===== config.mk =====
export PLATFORM = sky130hd
export DESIGN_NAME = hubf_top
export DESIGN_NICKNAME = d
export VERILOG_FILES = /design/src/core/hubf_top.v /design/src/core/hubf_baud.v
export VERILOG_INCLUDE_DIRS = /design/src /design/src/core
export SDC_FILE = /design/constraint.sdc
export NUM_CORES = 1
export LEC_CHECK = 0
export ABC_AREA = 0
export BUFFER_PORTS_ARGS = -buffer_cell sky130_fd_sc_hd__buf_2
export CORE_UTILIZATION = 25
export CTS_BUF_LIST = sky130_fd_sc_hd__clkbuf_2 sky130_fd_sc_hd__clkbuf_4 sky130_fd_sc_hd__clkbuf_8
export CTS_CLUSTER_SIZE = 20
export DETAILED_ROUTE_END_ITERATION = 16
export PLACE_DENSITY = 0.51
export SLEW_MARGIN = 15
export SYNTH_ARGS = -nofsm -noshare
export SYNTH_HDL_FRONTEND = slang
export SYNTH_HIERARCHICAL = 1
export SYNTH_SLANG_ARGS = --single-unit

===== constraint.sdc =====
create_clock -name SYS_CLK -period 3.3 [get_ports SYS_CLK]
set_input_delay 0.495 -clock SYS_CLK [delete_from_list [all_inputs] [get_ports SYS_CLK]]
set_output_delay 0.495 -clock SYS_CLK [all_outputs]
set_load 0.05 [all_outputs]

===== src/core/hubf_map.vh =====
// Register map, field layout and timing constants of the host serial port.
// Assumes inclusion by the serial port modules only; definitions only.
`ifndef HUBF_MAP_VH
`define HUBF_MAP_VH

// Register indices; the byte address on the bus is four times the index
`define HUBF_IDX_SPEED      8'h3B
`define HUBF_IDX_TXDATA     8'h40
`define HUBF_IDX_RXDATA     8'h41
`define HUBF_IDX_STATUS     8'h42

// Speed register layout and reset value
`define HUBF_SPEED_RESET    8'h7A
`define HUBF_DIV_RESET      13'h00EC
`define HUBF_EXP_MSB        7
`define HUBF_EXP_LSB        5
`define HUBF_MANT_MSB       4
`define HUBF_MANT_LSB       0
`define HUBF_MANT_OFS_ZERO  13'h0001
`define HUBF_MANT_OFS_EXP   13'h0021

// Status register bit positions
`define HUBF_ST_TX_BUSY     0
`define HUBF_ST_RX_VALID    1
`define HUBF_ST_FRAME_ERR   2
`define HUBF_ST_OVERRUN     3

// Framing: data bits per character
`define HUBF_DATA_BITS      4'h8

// Bit-rate reference and system clock, in kHz
`define HUBF_REF_KHZ        27120
`define HUBF_SYS_KHZ        200000

`endif


===== src/core/hubf_top.v =====
// Host serial port: APB register slave, bit-rate divider, 8N1 transmitter
// and receiver. Assumes SYS_CLK at 200 MHz and an asynchronous RXD pin.
//
// Register access over APB is this design's own decision.
`timescale 1ns/1ps
`include "hubf_map.vh"

// What this block does
// - With exponent zero, a bit lasts mantissa plus one reference periods.
// - With nonzero exponent, a bit lasts (mantissa+33)*2^(exponent-1) periods.
// - After reset the speed register holds 0x7A, giving 115.2 kbit/s.
// - Every character is one start bit, eight data bits and one stop bit.
// - No parity bit is sent or expected.
// - A write to the speed register changes the bit rate by the formulas.
// - The listed codes such as 0xEB, 0x1C and 0x15 give the standard rates.
module hubf_top (
  input  wire        SYS_CLK,
  input  wire        RST_N,
  input  wire        PSEL,
  input  wire        PENABLE,
  input  wire        PWRITE,
  input  wire [9:0]  PADDR,
  input  wire [31:0] PWDATA,
  output reg  [31:0] PRDATA,
  output reg         PREADY,
  output reg         PSLVERR,
  input  wire        RXD,
  output reg         TXD
);

  localparam [1:0] ST_IDLE  = 2'b00;
  localparam [1:0] ST_START = 2'b01;
  localparam [1:0] ST_DATA  = 2'b10;
  localparam [1:0] ST_STOP  = 2'b11;

  reg  [7:0]  speed_q;
  wire        ref_tick;
  wire [12:0] bit_div;

  reg  [1:0]  tx_st_q;
  reg  [12:0] tx_cnt_q;
  reg  [3:0]  tx_bit_q;
  reg  [7:0]  tx_sh_q;
  reg         tx_arm_q;

  reg         rx_s1_q;
  reg         rx_s2_q;
  reg         rx_s3_q;
  reg  [1:0]  rx_st_q;
  reg  [12:0] rx_cnt_q;
  reg  [3:0]  rx_bit_q;
  reg  [7:0]  rx_sh_q;
  reg  [7:0]  rx_data_q;
  reg         rx_valid_q;
  reg         frame_err_q;
  reg         overrun_q;

  wire [7:0]  idx;
  wire        acc_ok;
  wire        hit_speed;
  wire        hit_tx;
  wire        hit_rx;
  wire        hit_st;
  wire        wr;
  wire        rd;
  wire        tx_go;
  wire        rx_done;
  wire        rx_take;
  reg  [31:0] rd_mux;

  hubf_baud u_baud (
    .clk      (SYS_CLK),
    .rst_n    (RST_N),
    .speed    (speed_q),
    .ref_tick (ref_tick),
    .bit_div  (bit_div)
  );

  // Last reference tick of a period of div ticks
  function last_tick;
    input [12:0] cnt;
    input [12:0] div;
    begin
      last_tick = (cnt >= div - 13'h0_001);
    end
  endfunction

  ////////////////////////////////////////////////////////////////////////////
  // APB decode; one wait state so that every output comes from a flip-flop
  assign idx       = PADDR[9:2];
  assign acc_ok    = PSEL && PENABLE && PREADY;
  assign hit_speed = (idx == `HUBF_IDX_SPEED)  && (PADDR[1:0] == 2'b00);
  assign hit_tx    = (idx == `HUBF_IDX_TXDATA) && (PADDR[1:0] == 2'b00);
  assign hit_rx    = (idx == `HUBF_IDX_RXDATA) && (PADDR[1:0] == 2'b00);
  assign hit_st    = (idx == `HUBF_IDX_STATUS) && (PADDR[1:0] == 2'b00);
  assign wr        = acc_ok && PWRITE;
  assign rd        = acc_ok && !PWRITE;
  assign tx_go     = wr && hit_tx && (tx_st_q == ST_IDLE) && !tx_arm_q;
  assign rx_take   = rd && hit_rx;

  always @* begin
    rd_mux = 32'h0000_0000;
    if (hit_speed) begin
      rd_mux[7:0] = speed_q;
    end else if (hit_rx) begin
      rd_mux[7:0] = rx_data_q;
    end else if (hit_st) begin
      rd_mux[`HUBF_ST_TX_BUSY]   = (tx_st_q != ST_IDLE) || tx_arm_q;
      rd_mux[`HUBF_ST_RX_VALID]  = rx_valid_q;
      rd_mux[`HUBF_ST_FRAME_ERR] = frame_err_q;
      rd_mux[`HUBF_ST_OVERRUN]   = overrun_q;
    end
  end

  always @(posedge SYS_CLK) begin
    if (!RST_N) begin
      PREADY  <= 1'b0;
      PRDATA  <= 32'h0000_0000;
      PSLVERR <= 1'b0;
    end else begin
      PREADY  <= PSEL && PENABLE && !PREADY;
      PSLVERR <= PSEL && PENABLE && !PREADY &&
                 !(hit_speed || hit_tx || hit_rx || hit_st);
      if (PSEL && PENABLE && !PREADY && !PWRITE) begin
        PRDATA <= rd_mux;
      end
    end
  end

  // Speed register; a new value reaches bit_div one cycle later, even in the middle of a bit
  always @(posedge SYS_CLK) begin
    if (!RST_N) begin
      speed_q <= `HUBF_SPEED_RESET;
    end else if (wr && hit_speed) begin
      speed_q <= PWDATA[7:0];
    end
  end

  ////////////////////////////////////////////////////////////////////////////
  // Transmitter; a write while busy is dropped, software polls the busy bit
  always @(posedge SYS_CLK) begin
    if (!RST_N) begin
      tx_st_q  <= ST_IDLE;
      tx_cnt_q <= 13'h0_000;
      tx_bit_q <= 4'h0;
      tx_sh_q  <= 8'h00;
      tx_arm_q <= 1'b0;
      TXD      <= 1'b1;
    end else begin
      case (tx_st_q)
        ST_IDLE: begin
          TXD <= 1'b1;
          if (tx_go) begin
            tx_sh_q  <= PWDATA[7:0];
            tx_arm_q <= 1'b1;
          end else if (tx_arm_q && ref_tick) begin
            // Start on a reference tick, else the start bit comes out short
            tx_arm_q <= 1'b0;
            tx_cnt_q <= 13'h0_000;
            tx_st_q  <= ST_START;
            TXD      <= 1'b0;
          end
        end
        default: begin
          if (ref_tick) begin
            if (last_tick(tx_cnt_q, bit_div)) begin
              tx_cnt_q <= 13'h0_000;
              case (tx_st_q)
                ST_START: begin
                  tx_st_q  <= ST_DATA;
                  tx_bit_q <= 4'h0;
                  TXD      <= tx_sh_q[0];
                  tx_sh_q  <= {1'b0, tx_sh_q[7:1]};
                end
                ST_DATA: begin
                  if (tx_bit_q == `HUBF_DATA_BITS - 4'h1) begin
                    tx_st_q <= ST_STOP;
                    TXD     <= 1'b1;
                  end else begin
                    tx_bit_q <= tx_bit_q + 4'h1;
                    TXD      <= tx_sh_q[0];
                    tx_sh_q  <= {1'b0, tx_sh_q[7:1]};
                  end
                end
                default: begin
                  tx_st_q <= ST_IDLE;
                  TXD     <= 1'b1;
                end
              endcase
            end else begin
              tx_cnt_q <= tx_cnt_q + 13'h0_001;
            end
          end
        end
      endcase
    end
  end

  ////////////////////////////////////////////////////////////////////////////
  // Receiver; RXD crosses in on two flip-flops before anything reads it
  always @(posedge SYS_CLK) begin
    if (!RST_N) begin
      rx_s1_q <= 1'b1;
      rx_s2_q <= 1'b1;
      // Third stage feeds only the start edge detector; idles high
      rx_s3_q <= 1'b1;
    end else begin
      rx_s1_q <= RXD;
      rx_s2_q <= rx_s1_q;
      rx_s3_q <= rx_s2_q;
    end
  end

  // Stop bit centre: data and flags are taken here
  assign rx_done = ref_tick && (rx_st_q == ST_STOP) &&
                   last_tick(rx_cnt_q, bit_div);

  always @(posedge SYS_CLK) begin
    if (!RST_N) begin
      rx_st_q  <= ST_IDLE;
      rx_cnt_q <= 13'h0_000;
      rx_bit_q <= 4'h0;
      rx_sh_q  <= 8'h00;
    end else begin
      case (rx_st_q)
        ST_IDLE: begin
          rx_cnt_q <= 13'h0_000;
          // Falling edge only, so a low stop bit cannot restart the receiver
          if (rx_s3_q && !rx_s2_q) begin
            rx_st_q <= ST_START;
          end
        end
        ST_START: begin
          // Half a bit in: mid start bit; a glitch returns to idle
          if (ref_tick) begin
            if (last_tick(rx_cnt_q, {1'b0, bit_div[12:1]})) begin
              rx_cnt_q <= 13'h0_000;
              rx_bit_q <= 4'h0;
              rx_st_q  <= rx_s2_q ? ST_IDLE : ST_DATA;
            end else begin
              rx_cnt_q <= rx_cnt_q + 13'h0_001;
            end
          end
        end
        ST_DATA: begin
          if (ref_tick) begin
            if (last_tick(rx_cnt_q, bit_div)) begin
              rx_cnt_q <= 13'h0_000;
              rx_sh_q  <= {rx_s2_q, rx_sh_q[7:1]};
              if (rx_bit_q == `HUBF_DATA_BITS - 4'h1) begin
                rx_st_q <= ST_STOP;
              end else begin
                rx_bit_q <= rx_bit_q + 4'h1;
              end
            end else begin
              rx_cnt_q <= rx_cnt_q + 13'h0_001;
            end
          end
        end
        default: begin
          if (ref_tick) begin
            if (last_tick(rx_cnt_q, bit_div)) begin
              rx_cnt_q <= 13'h0_000;
              rx_st_q  <= ST_IDLE;
            end else begin
              rx_cnt_q <= rx_cnt_q + 13'h0_001;
            end
          end
        end
      endcase
    end
  end

  // Received character and flags; a new event wins over a same-cycle clear
  always @(posedge SYS_CLK) begin
    if (!RST_N) begin
      rx_data_q   <= 8'h00;
      rx_valid_q  <= 1'b0;
      frame_err_q <= 1'b0;
      overrun_q   <= 1'b0;
    end else begin
      if (rx_done) begin
        rx_data_q  <= rx_sh_q;
        rx_valid_q <= 1'b1;
      end else if (rx_take) begin
        rx_valid_q <= 1'b0;
      end
      if (rx_done && !rx_s2_q) begin
        frame_err_q <= 1'b1;
      end else if (wr && hit_st && PWDATA[`HUBF_ST_FRAME_ERR]) begin
        frame_err_q <= 1'b0;
      end
      if (rx_done && rx_valid_q && !rx_take) begin
        overrun_q <= 1'b1;
      end else if (wr && hit_st && PWDATA[`HUBF_ST_OVERRUN]) begin
        overrun_q <= 1'b0;
      end
    end
  end

endmodule


===== src/core/hubf_baud.v =====
// Reference tick and bit-period generator for the host serial port.
// Assumes a free-running system clock faster than the 27.12 MHz reference.
`timescale 1ns/1ps
`include "hubf_map.vh"

module hubf_baud #(
  parameter REF_KHZ = `HUBF_REF_KHZ,
  parameter SYS_KHZ = `HUBF_SYS_KHZ
) (
  input  wire        clk,
  input  wire        rst_n,
  input  wire [7:0]  speed,
  output reg         ref_tick,
  output reg  [12:0] bit_div
);

  localparam [17:0] REF_STEP = REF_KHZ;
  localparam [17:0] SYS_WRAP = SYS_KHZ;

  reg  [17:0] acc_q;
  wire [17:0] acc_sum;
  wire [2:0]  exp_f;
  wire [4:0]  mant_f;

  assign acc_sum = acc_q + REF_STEP;
  assign exp_f   = speed[`HUBF_EXP_MSB:`HUBF_EXP_LSB];
  assign mant_f  = speed[`HUBF_MANT_MSB:`HUBF_MANT_LSB];

  // Reference ticks per bit for a given exponent and mantissa
  function [12:0] div_of;
    input [2:0] e;
    input [4:0] m;
    reg   [12:0] base;
    begin
      if (e == 3'h0) begin
        base   = {8'h00, m} + `HUBF_MANT_OFS_ZERO;
        div_of = base;
      end else begin
        base   = {8'h00, m} + `HUBF_MANT_OFS_EXP;
        div_of = base << (e - 3'h1);
      end
    end
  endfunction

  ////////////////////////////////////////////////////////////////////////////
  // Phase accumulator: average tick rate equals the reference, with jitter
  // of one system clock, well inside a bit period at the fastest rate
  always @(posedge clk) begin
    if (!rst_n) begin
      acc_q    <= 18'h0_0000;
      ref_tick <= 1'b0;
      bit_div  <= `HUBF_DIV_RESET;
    end else begin
      if (acc_sum >= SYS_WRAP) begin
        acc_q    <= acc_sum - SYS_WRAP;
        ref_tick <= 1'b1;
      end else begin
        acc_q    <= acc_sum;
        ref_tick <= 1'b0;
      end
      bit_div <= div_of(exp_f, mant_f);
    end
  end

endmodule


==> results of run 1 <==
## layout make-up
type / instances / share of cell area
Inverter: 31 / 0.0126
Clock inverter: 15 / 0.0214
Clock buffer: 17 / 0.0253
Multi-Input combinational cell: 701 / 0.557
Tap cell: 390 / 0.0527
Sequential cell: 116 / 0.251
Timing Repair Buffer: 104 / 0.0796
## logic make-up after synthesis
group | count (synthesis) | synth area share
simple gates | 333 | 0.227
fa+ha+maj | 49 | 0.0793
xor+xnor | 60 | 0.0739
compound gates | 192 | 0.194
buf+inv | 102 | 0.0673
flops | 116 | 0.302
mux | 42 | 0.0555
other cells | 1 | 0.000488
## state kept, by name, summed over array words and instances (netlist names), 4 cells and up
| name | flops |
|---|---|
| tx_bit_q | 4 |
| tx_sh_q | 8 |
| u_baud/acc_q | 14 |
| rx_bit_q | 4 |
| PRDATA | 8 |
| rx_cnt_q | 13 |
| rx_data_q | 8 |
| tx_cnt_q | 13 |
| speed_q | 8 |
| u_baud/bit_div | 13 |
| rx_sh_q | 8 |
## worst min-delay path by stage
stage | slack (ns) | end | cells after the start
after floorplan | 0.39 | rx_s2_q | 1
after global placement | 0.39 | rx_s2_q | 1
after detailed placement | 0.40 | rx_s2_q | 1
after CTS | 0.20 | rx_s1_q | 2
after global routing | 0.21 | rx_s1_q | 2
final | 0.23 | rx_s1_q | 2
## synth_stat cells (14+ instances only)
cell	number	area share
nor2_1	78	0.038
nand3_1	42	0.027
nand2_1	72	0.035
o31ai_1	18	0.018
ha_1	47	0.077
mux2i_1	37	0.048
nand4_1	18	0.015
dfxtp_1	116	0.30
buf_4	24	0.023
nor3_1	23	0.015
inv_1	29	0.014
o21ai_0	21	0.014
a211oi_1	14	0.014
xor2_1	26	0.030
a21oi_1	27	0.018
nand2b_1	16	0.013
clkbuf_1	29	0.014
xnor2_1	31	0.035
## repair_timing
action / 4_1_cts / 5_1_grt
buffers inserted: 4 / 1
pin swaps: 8 / 14
endpoints found under the setup margin: 45 / 72
cloned: 0 / 1
gates resized for setup: 18 / 33
## worst register-to-register path, stage by stage (launching register included)
cell	delay [ns]
dfxtp_2	0.33
inv_2	0.08
ha_4	0.13
or3b_4	0.40
nor2_4	0.11
xnor2_2	0.08
ha_1	0.31
nand4_1	0.09
o21ai_1	0.16
o211ai_1	0.18
a2111oi_4	0.47
a2111oi_4	0.09
buf_4	0.18
nor3_4	0.22
buf_12	0.17
mux2i_1	0.18
## stage by stage
stage | cell area (µm²) | util
4_1_cts | 9090 | 0.304
3_3_place_gp | 8560 | 0.286
2_1_floorplan | 7770 | -
3_5_place_dp | 8560 | 0.286
5_1_grt | 9260 | 0.309
6_report | 9260 | 0.309
## per-layer routing
metal | up-vias | global-route usage
met4 | 0 | 0.0321
met2 | 82 | 0.194
li1 | 3386 | -
met1 | 3124 | 0.173
met3 | 10 | 0.0199
met5 | - | 0
## power breakdown
| part | total [µW] | switching [µW] | internal (µW) |
|---|---|---|---|
| Sequential | 1600 | 137 | 1460 |
| Clock | 1460 | 687 | 770 |
| Combinational | 841 | 518 | 323 |
==> impl_metrics.toml, run 1 <==
[timing]
slew_viol_final = 0
setup_viol = 0
relSlewSlack = 0.573
tightest_slew_ns = 0.631
setup_tns_ns = 0
hold_slack_ns = 0.227
timing.final.crit_period_ns = 3.24
finalWorstSetupSlack_ns = 0.0608
min_period_over_period = 0.982
hold_violations = 0
grt_setup_unrepaired = "yes"
fin_skew_ns = 0.0175
max_clock_freq_mhz = 309

[clock_tree]
clockBufferDepth = 2
clock-sinks = 116
cts_buffers = 17
cts_tree = "yes"
cts_root_buffer = "clkbuf_8"
path_clk_slew_ns = 0.08
cts_hold_buf = 0
htree_levels = 4
clkLatencyLatePin_ns = 0.45

[worst_setup_path]
r2r_cells = 15
path_delay_family = "compound AO/OA/AOI/OAI gates"
crit_buf_inv = 3
crit_path_top_delay_cell = "a2111oi_4"
worst-r2r-setup-slack_ns = 0.06
worstPathCellList = "inv_2 -> ha_4 -> or3b_4 -> nor2_4 -> xnor2_2 -> ha_1 -> nand4_1 -> o21ai_1 -> o211ai_1 -> a2111oi_4 -> a2111oi_4 -> buf_4 -> nor3_4 -> buf_12 -> mux2i_1"
path_class = "register to register"
worstPathArrival_ns = 3.62
reg2reg_from = "u_baud/bit_div[1]"
crit_required_ns = 3.68
cp_max_fo = 10
start_kind = "register"
reg2reg_to = "rx_data_q[4]"
cp_common_cell = "a2111oi_4"
worst_setup_path_end_kind = "register"
crit_cells = 15
max_stage_delay_ns = 0.47
startpoint = "u_baud/bit_div[1]"
worstSetupEndpoint = "rx_data_q[4]"

[layout]
multiInputGateArea_um2 = 5160
seq_area_um2 = 2330
layout_common_cells = "dfxtp_1 (114), nor2_1 (76), nand2_1 (71), buf_4 (66), ha_1 (43)"
layout_commonest_cell = "dfxtp_1"
final_cells = 1374
fillers = 3191
final_nets = 1066
diodes = 0
syn2layout_area_growth_pct = 20.5
drive_above_1_share = 0.220

[floorplanning]
io_pins = 83
die_width_um = 177
rows = 63
die-area_um2 = 31400
coreArea_um2 = 30000
die_height_um = 177
initial_core_util = 0.256

[synth]
syn_area_um2 = 7680
yosysWarningCount = 6
syn_area_per_cell_um2 = 8.58
synth_seq_cells = 116
async_reset_ff_frac = 0
synthDistinctLibCells = 84
netlist_instances = 895
synth_top_flop_cell = "dfxtp_1"
synth_edf_count = 0
ys_seq_area_frac = 0.302

[routing]
top_layer = "met4"
routedWlPerCell_um = 14.0
num_vias = 6602
wl_met1_um = 9660
dr.pass1.iters = 7
postRouteAntennaNets = 0
dr_wl_met3_um = 490
drc_errors = 0
totalWireLength_um = 19200
vias_per_cell = 4.80
wl_met2_um = 8900
drtIter0Drc = 455

[placed_design]
dp.cells = 1336
gp_congestion = 0.808
dp_hpwl_um = 14300
dpl_worst_slack_ns = -0.0900
io_buffers = 34

[power]
p_leak_uw = 0.00345
p_per_area_nw_per_um2 = 421
p_total_uw = 3900
ir_drop_mv = 0.256

[hold_path]
min_path_type = "input port to register"
min_from = "RXD"

[global_route]
grt_pass1_vias = 6084
grt_remaining_overflow = 0
antenna_found_initial = 0
grt_pass1_wl_um = 31300
grt_usage = 0.123
grt_max_degree = 39

[outcome]
status = "finished clean"

[job]
maxCapViolations = 0
(Power assumes the default switching activity.)
==> run 2, diff against run 1 <==
Settings changed: PLACE_DENSITY 0.51 to 0.44, SYNTH_HIERARCHICAL 1 to unset.
==> impl_metrics.toml, run 2 <==
[placed_design]
gp_congestion = 0.769
io_buffers = 34
dpl_worst_slack_ns = -0.191
postPlaceCellArea_um2 = 7790
dp.cells = 1263
dp_hpwl_um = 13000

[synth]
ys_seq_area_frac = 0.331
netlist_instances = 848
syn_area_um2 = 7020
synthDistinctLibCells = 72
synth_top_area_cell = "dfxtp_1"
synth_seq_cells = 116
synthTopCellsByArea = "dfxtp_1 (33%), ha_1 (8.4%), nor2_1 (4.9%), xnor2_1 (4.6%), xor2_1 (4.4%)"
syn_area_per_cell_um2 = 8.27
netlist_top_cells_count = "dfxtp_1 (116), nor2_1 (91), nand2_1 (78)"
synth_top_area_share = 0.331
synth.most_common_cell = "dfxtp_1"
async_reset_ff_frac = 0
synth_edf_count = 0
yosysWarningCount = 0
synth_top_flop_cell = "dfxtp_1"

[floorplanning]
coreArea_um2 = 27300
die-area_um2 = 28700
die_height_um = 170
io_pins = 83
initial_core_util = 0.257
die_width_um = 170
rows = 60

[clock_tree]
clockBufferDepth = 2
cts_root_buffer = "clkbuf_8"
htree_levels = 4
clkLatencyLatePin_ns = 0.45
clock-sinks = 116
path_clk_slew_ns = 0.08
cts_tree = "yes"
cts_hold_buf = 0
cts_buffers = 17

[timing]
min_period_over_period = 0.987
setup_viol = 0
finalWorstSetupSlack_ns = 0.0444
max_clock_freq_mhz = 307
grt_setup_unrepaired = "yes"
timing.final.crit_period_ns = 3.26
tightest_slew_ns = 0.987
fin_skew_ns = 0.0220
slew_viol_final = 0
relSlewSlack = 0.339
hold_violations = 0

[worst_setup_path]
worst-r2r-setup-slack_ns = 0.04
startpoint = "u_baud.bit_div[1]"
reg2reg_to = "rx_cnt_q[8]"
start_kind = "register"
crit_required_ns = 3.68
worstSetupEndpoint = "rx_cnt_q[8]"
path_class = "register to register"
cp_max_fo = 11
worst_setup_path_end_kind = "register"
worstPathArrival_ns = 3.63
r2r_cells = 14
reg2reg_from = "u_baud.bit_div[1]"

[routing]
drc_errors = 0
dr.pass1.iters = 4
postRouteAntennaNets = 0
drtIter0Drc = 255
routedWlPerCell_um = 13.9
vias_per_cell = 4.59
num_vias = 6013
totalWireLength_um = 18200

[layout]
top_register = "u_baud.acc_q"
layout_common_cells = "dfxtp_1 (115), nor2_1 (88), nand2_1 (77), buf_4 (55), ha_1 (42)"
diodes = 0
largest_register_ffs = 14
final_nets = 1021
drive_above_1_share = 0.226
layout_commonest_cell = "dfxtp_1"
syn2layout_area_growth_pct = 24.7
final_cells = 1311
final_area_um2 = 8750

[global_route]
grt_max_degree = 69
antenna_found_initial = 0
grt_pass1_vias = 5737
grt_usage = 0.129
grt_pass1_wl_um = 29500
grt_remaining_overflow = 0

[power]
p_per_area_nw_per_um2 = 415
p_total_uw = 3630
ir_drop_mv = 0.247
p_leak_uw = 0.00337

[job]
maxCapViolations = 0

[hold_path]
min_path_type = "input port to register"

[outcome]
status = "finished clean"
[run 2: worst min path at each step]
stage	cells past startpoint	slack, ns	endpoint	start
floorplan	1	0.39	rx_s2_q	rx_s1_q
global placement	1	0.39	rx_s2_q	rx_s1_q
detailed placement	1	0.40	rx_s2_q	rx_s1_q
CTS	2	0.20	rx_s1_q	RXD
global route	2	0.23	rx_s1_q	RXD
finish	2	0.24	rx_s1_q	RXD
[run 2: worst max-delay path, stage by stage, from the launching register on]
cell and delay [ns]:
dfxtp_2 0.34, inv_4 0.08, ha_4 0.13, or3b_4 0.38
nor2b_4 0.15, ha_4 0.21, a21o_1 0.15, a211o_1 0.30
a221oi_4 0.32, o221ai_4 0.16, a221oi_4 0.31, buf_4 0.18
nand2_4 0.06, a31o_4 0.30, nor2_1 0.12
[run 2: what timing repair did]
item                       in CTS  in global routing
setup endpoints to repair      49                 68
setup buffers                   3                 12
cloned                          0                  4
resized for setup              22                 78
pin swaps                      11                 31
[run 2: area by class of cell]
class,instances,area (µm²)
fill,2907,18500
multi-input combinational,664,4680
sequential,116,2320
timing repair buffer,101,767
tap,372,465
clock buffer,17,234
clock inverter,15,181
inverter,26,100
[run 2: where the power goes]
| group | total [µW] | internal (µW) | switching (µW) |
|---|---|---|---|
| clock network | 1420 | 708 | 711 |
| registers | 1560 | 1460 | 95.5 |
| logic | 648 | 247 | 401 |
| total | 3630 | 2420 | 1210 |
[run 2: routing by layer]
metal | part of all wire | GRT usage | vias up
met5 | 0 | 0 | -
met4 | 0.0079 | 0.0407 | 0
met3 | 0.024 | 0.0250 | 10
met2 | 0.47 | 0.206 | 81
met1 | 0.50 | 0.173 | 2810
li1 | - | - | 3112
[run 2: metrics by stage]
stage	hold WS, ns	TNS, ns	util
5_1_grt	0.231	-2.96	0.321
2_1_floorplan	0.386	0	-
3_3_place_gp	0.393	-3.83	0.286
3_5_place_dp	0.404	-5.12	0.286
6_report	0.242	0	0.321
4_1_cts	0.204	-0.0142	0.306
[run 2: cell families (layout without fill, tap and decap cells)]
kind of cell	count (synthesis)	in the layout	synth area share
buffers and inverters	91	159	0.0656
other	1	24	0.000535
multiplexers	25	25	0.0360
flip-flops	116	116	0.331
XOR/XNOR	72	72	0.0899
AO/OA/AOI/OAI	162	162	0.155
AND/OR/NAND/NOR	332	332	0.235
adder cells (fa/ha/maj)	49	49	0.0870
==> run 3, diff against run 2 <==
==> constraint.sdc (replaced) <==
create_clock -name SYS_CLK -period 3.3 [get_ports SYS_CLK]
set_input_delay 0.165 -clock SYS_CLK [delete_from_list [all_inputs] [get_ports SYS_CLK]]
set_output_delay 0.165 -clock SYS_CLK [all_outputs]
set_load 0.05 [all_outputs]
==> impl_metrics.toml, run 3 (synthesis results as in run 2) <==
[timing]
setup_tns_ns = -0.0256
finalWorstSetupSlack_ns = -0.0256
slew_viol_final = 0
min_period_over_period = 1.01
max_clock_freq_mhz = 301
tightest_slew_ns = 1.00
timing.final.crit_period_ns = 3.33
grt_setup_unrepaired = "yes"
setup_viol = 1
fin_skew_ns = 0.0218
hold_violations = 0
relSlewSlack = 0.326

[layout]
final_nets = 1033
syn2layout_area_growth_pct = 25.4
layout_commonest_cell = "dfxtp_1"
layout_common_cells = "dfxtp_1 (113), nor2_1 (81), nand2_1 (78), buf_4 (56), nand3_1 (47)"
top_register = "u_baud.acc_q"
fillers = 2862
largest_register_ffs = 14
seq_area_um2 = 2330
drive_above_1_share = 0.218
diodes = 0
multiInputGateArea_um2 = 4620

[worst_setup_path]
reg2reg_from = "u_baud.bit_div[1]"
path_class = "register to register"
reg2reg_to = "overrun_q"
worstPathArrival_ns = 3.65
crit_required_ns = 3.62
r2r_cells = 16
cp_max_fo = 5
start_kind = "register"
worst_setup_path_end_kind = "register"
worst-r2r-setup-slack_ns = -0.03

[routing]
num_vias = 6024
vias_per_cell = 4.55
routedWlPerCell_um = 13.9
dr.pass1.iters = 5
totalWireLength_um = 18400
drc_errors = 0
postRouteAntennaNets = 0
drtIter0Drc = 322

[floorplanning]
coreArea_um2 = 27300
die_height_um = 170
io_pins = 83
initial_core_util = 0.257
die_width_um = 170
rows = 60
die-area_um2 = 28700

[power]
ir_drop_mv = 0.195
internal-power_uw = 2290
power_frac_comb = 0.186
pwr-share-seq = 0.443
p_leak_uw = 0.00340
swShare = 0.351
power_switching_uw = 1240
pwr-share-clk = 0.371
p_per_area_nw_per_um2 = 401

[outcome]
status = "finished with violations"
violations = "setup timing"

[placed_design]
dp_hpwl_um = 13000
io_buffers = 34
gp_congestion = 0.754
dpl_worst_slack_ns = -0.187

[clock_tree]
htree_levels = 4
cts_tree = "yes"
cts_buffers = 17
clkLatencyLatePin_ns = 0.46
clockBufferDepth = 2
cts_root_buffer = "clkbuf_8"
clock-sinks = 116
path_clk_slew_ns = 0.09

[global_route]
grtUsageMet3 = 0.0252
grt_usage = 0.130
grt_pass1_vias = 5688
grt_max_degree = 69
grt_remaining_overflow = 0
grt_pass1_wl_um = 29800
met2_usage = 0.204
grt_busiest_layer = "met2"
antenna_found_initial = 0
gr-usage-met1 = 0.177

[hold_path]
min_from = "PSEL"
holdPathStages = 3
min_path_type = "input port to register"
whs_endpoint = "PREADY"

[job]
maxCapViolations = 0
run 3: changes by cell type in the layout (fill, tap and decap cells not counted), sizes merged:
cell / change
clkinvlp: +1
buf: +1
a31o: +1
bufinv: -2
dlygate4sd3: +10
clkinv: +1
run 3: worst max path at each step:
stage | depth (start not counted) | end | startpoint
after floorplan | 14 | rx_bit_q[2] | u_baud.bit_div[1]
after global placement | 14 | rx_cnt_q[11] | u_baud.bit_div[1]
after detailed placement | 14 | rx_cnt_q[8] | u_baud.bit_div[1]
after CTS | 16 | rx_valid_q | u_baud.bit_div[1]
after global routing | 16 | rx_st_q[1] | u_baud.bit_div[1]
final | 16 | overrun_q | u_baud.bit_div[1]
run 3: power groups by stage:
| stage | Combinational, µW | Sequential [µW] | Clock, µW |
|---|---|---|---|
| 2_1_floorplan | 558 | 1560 | 0 |
| 3_3_place_gp | 645 | 1590 | 0 |
| 3_5_place_dp | 641 | 1590 | 0 |
| 4_1_cts | 656 | 1560 | 1350 |
| 5_1_grt | 733 | 1580 | 1420 |
| 6_report | 658 | 1560 | 1310 |
run 3: per-layer routing:
layer	part of all wire	wire [µm]	vias up
met5	0	0	-
met4	0.012	224	0
met3	0.027	504	15
met2	0.45	8330	81
met1	0.51	9320	2789
li1	-	-	3139
run 3: critical path, stage by stage (launching register included):
cell and delay, ns:
dfxtp_2 0.34, inv_4 0.08, ha_4 0.14, or3b_4 0.38
nor2b_4 0.15, ha_4 0.22, a21o_1 0.15, a211o_1 0.26
a221oi_2 0.27, o221ai_2 0.16, a221oi_4 0.31, buf_4 0.17
nand4b_1 0.12, buf_6 0.16, buf_12 0.11, buf_16 0.11
o31ai_1 0.05
run 3: cell type report:
class,count,share of cell area
clock inverters,15,0.0174
well taps,372,0.0529
repair buffers,112,0.102
multi-input cells,665,0.525
flip-flops and latches,116,0.264
clock buffers,17,0.0266
inverters,26,0.0114
run 3: stage by stage:
stage | power, µW | hold WS, ns | area (µm²) | instances | util
after global routing | 3730 | 0.0496 | 8800 | 1323 | 0.323
after CTS | 3570 | 0.00664 | 8490 | 1316 | 0.312
after floorplan | 2120 | 0.266 | 7100 | 871 | -
after global placement | 2240 | 0.354 | 7810 | 1265 | 0.287
final | 3530 | 0.0453 | 8800 | 1323 | 0.323
after detailed placement | 2240 | 0.349 | 7810 | 1265 | 0.287
run 3: timing repair:
action / 4_1_cts / 5_1_grt
gates cloned: 2 / 3
resized for setup: 23 / 59
hold buffers: 10 / 0
endpoints found under the setup margin: 45 / 64
endpoints found under the hold margin: 10 / 0
pin swaps: 13 / 26
setup buffers: 7 / 6
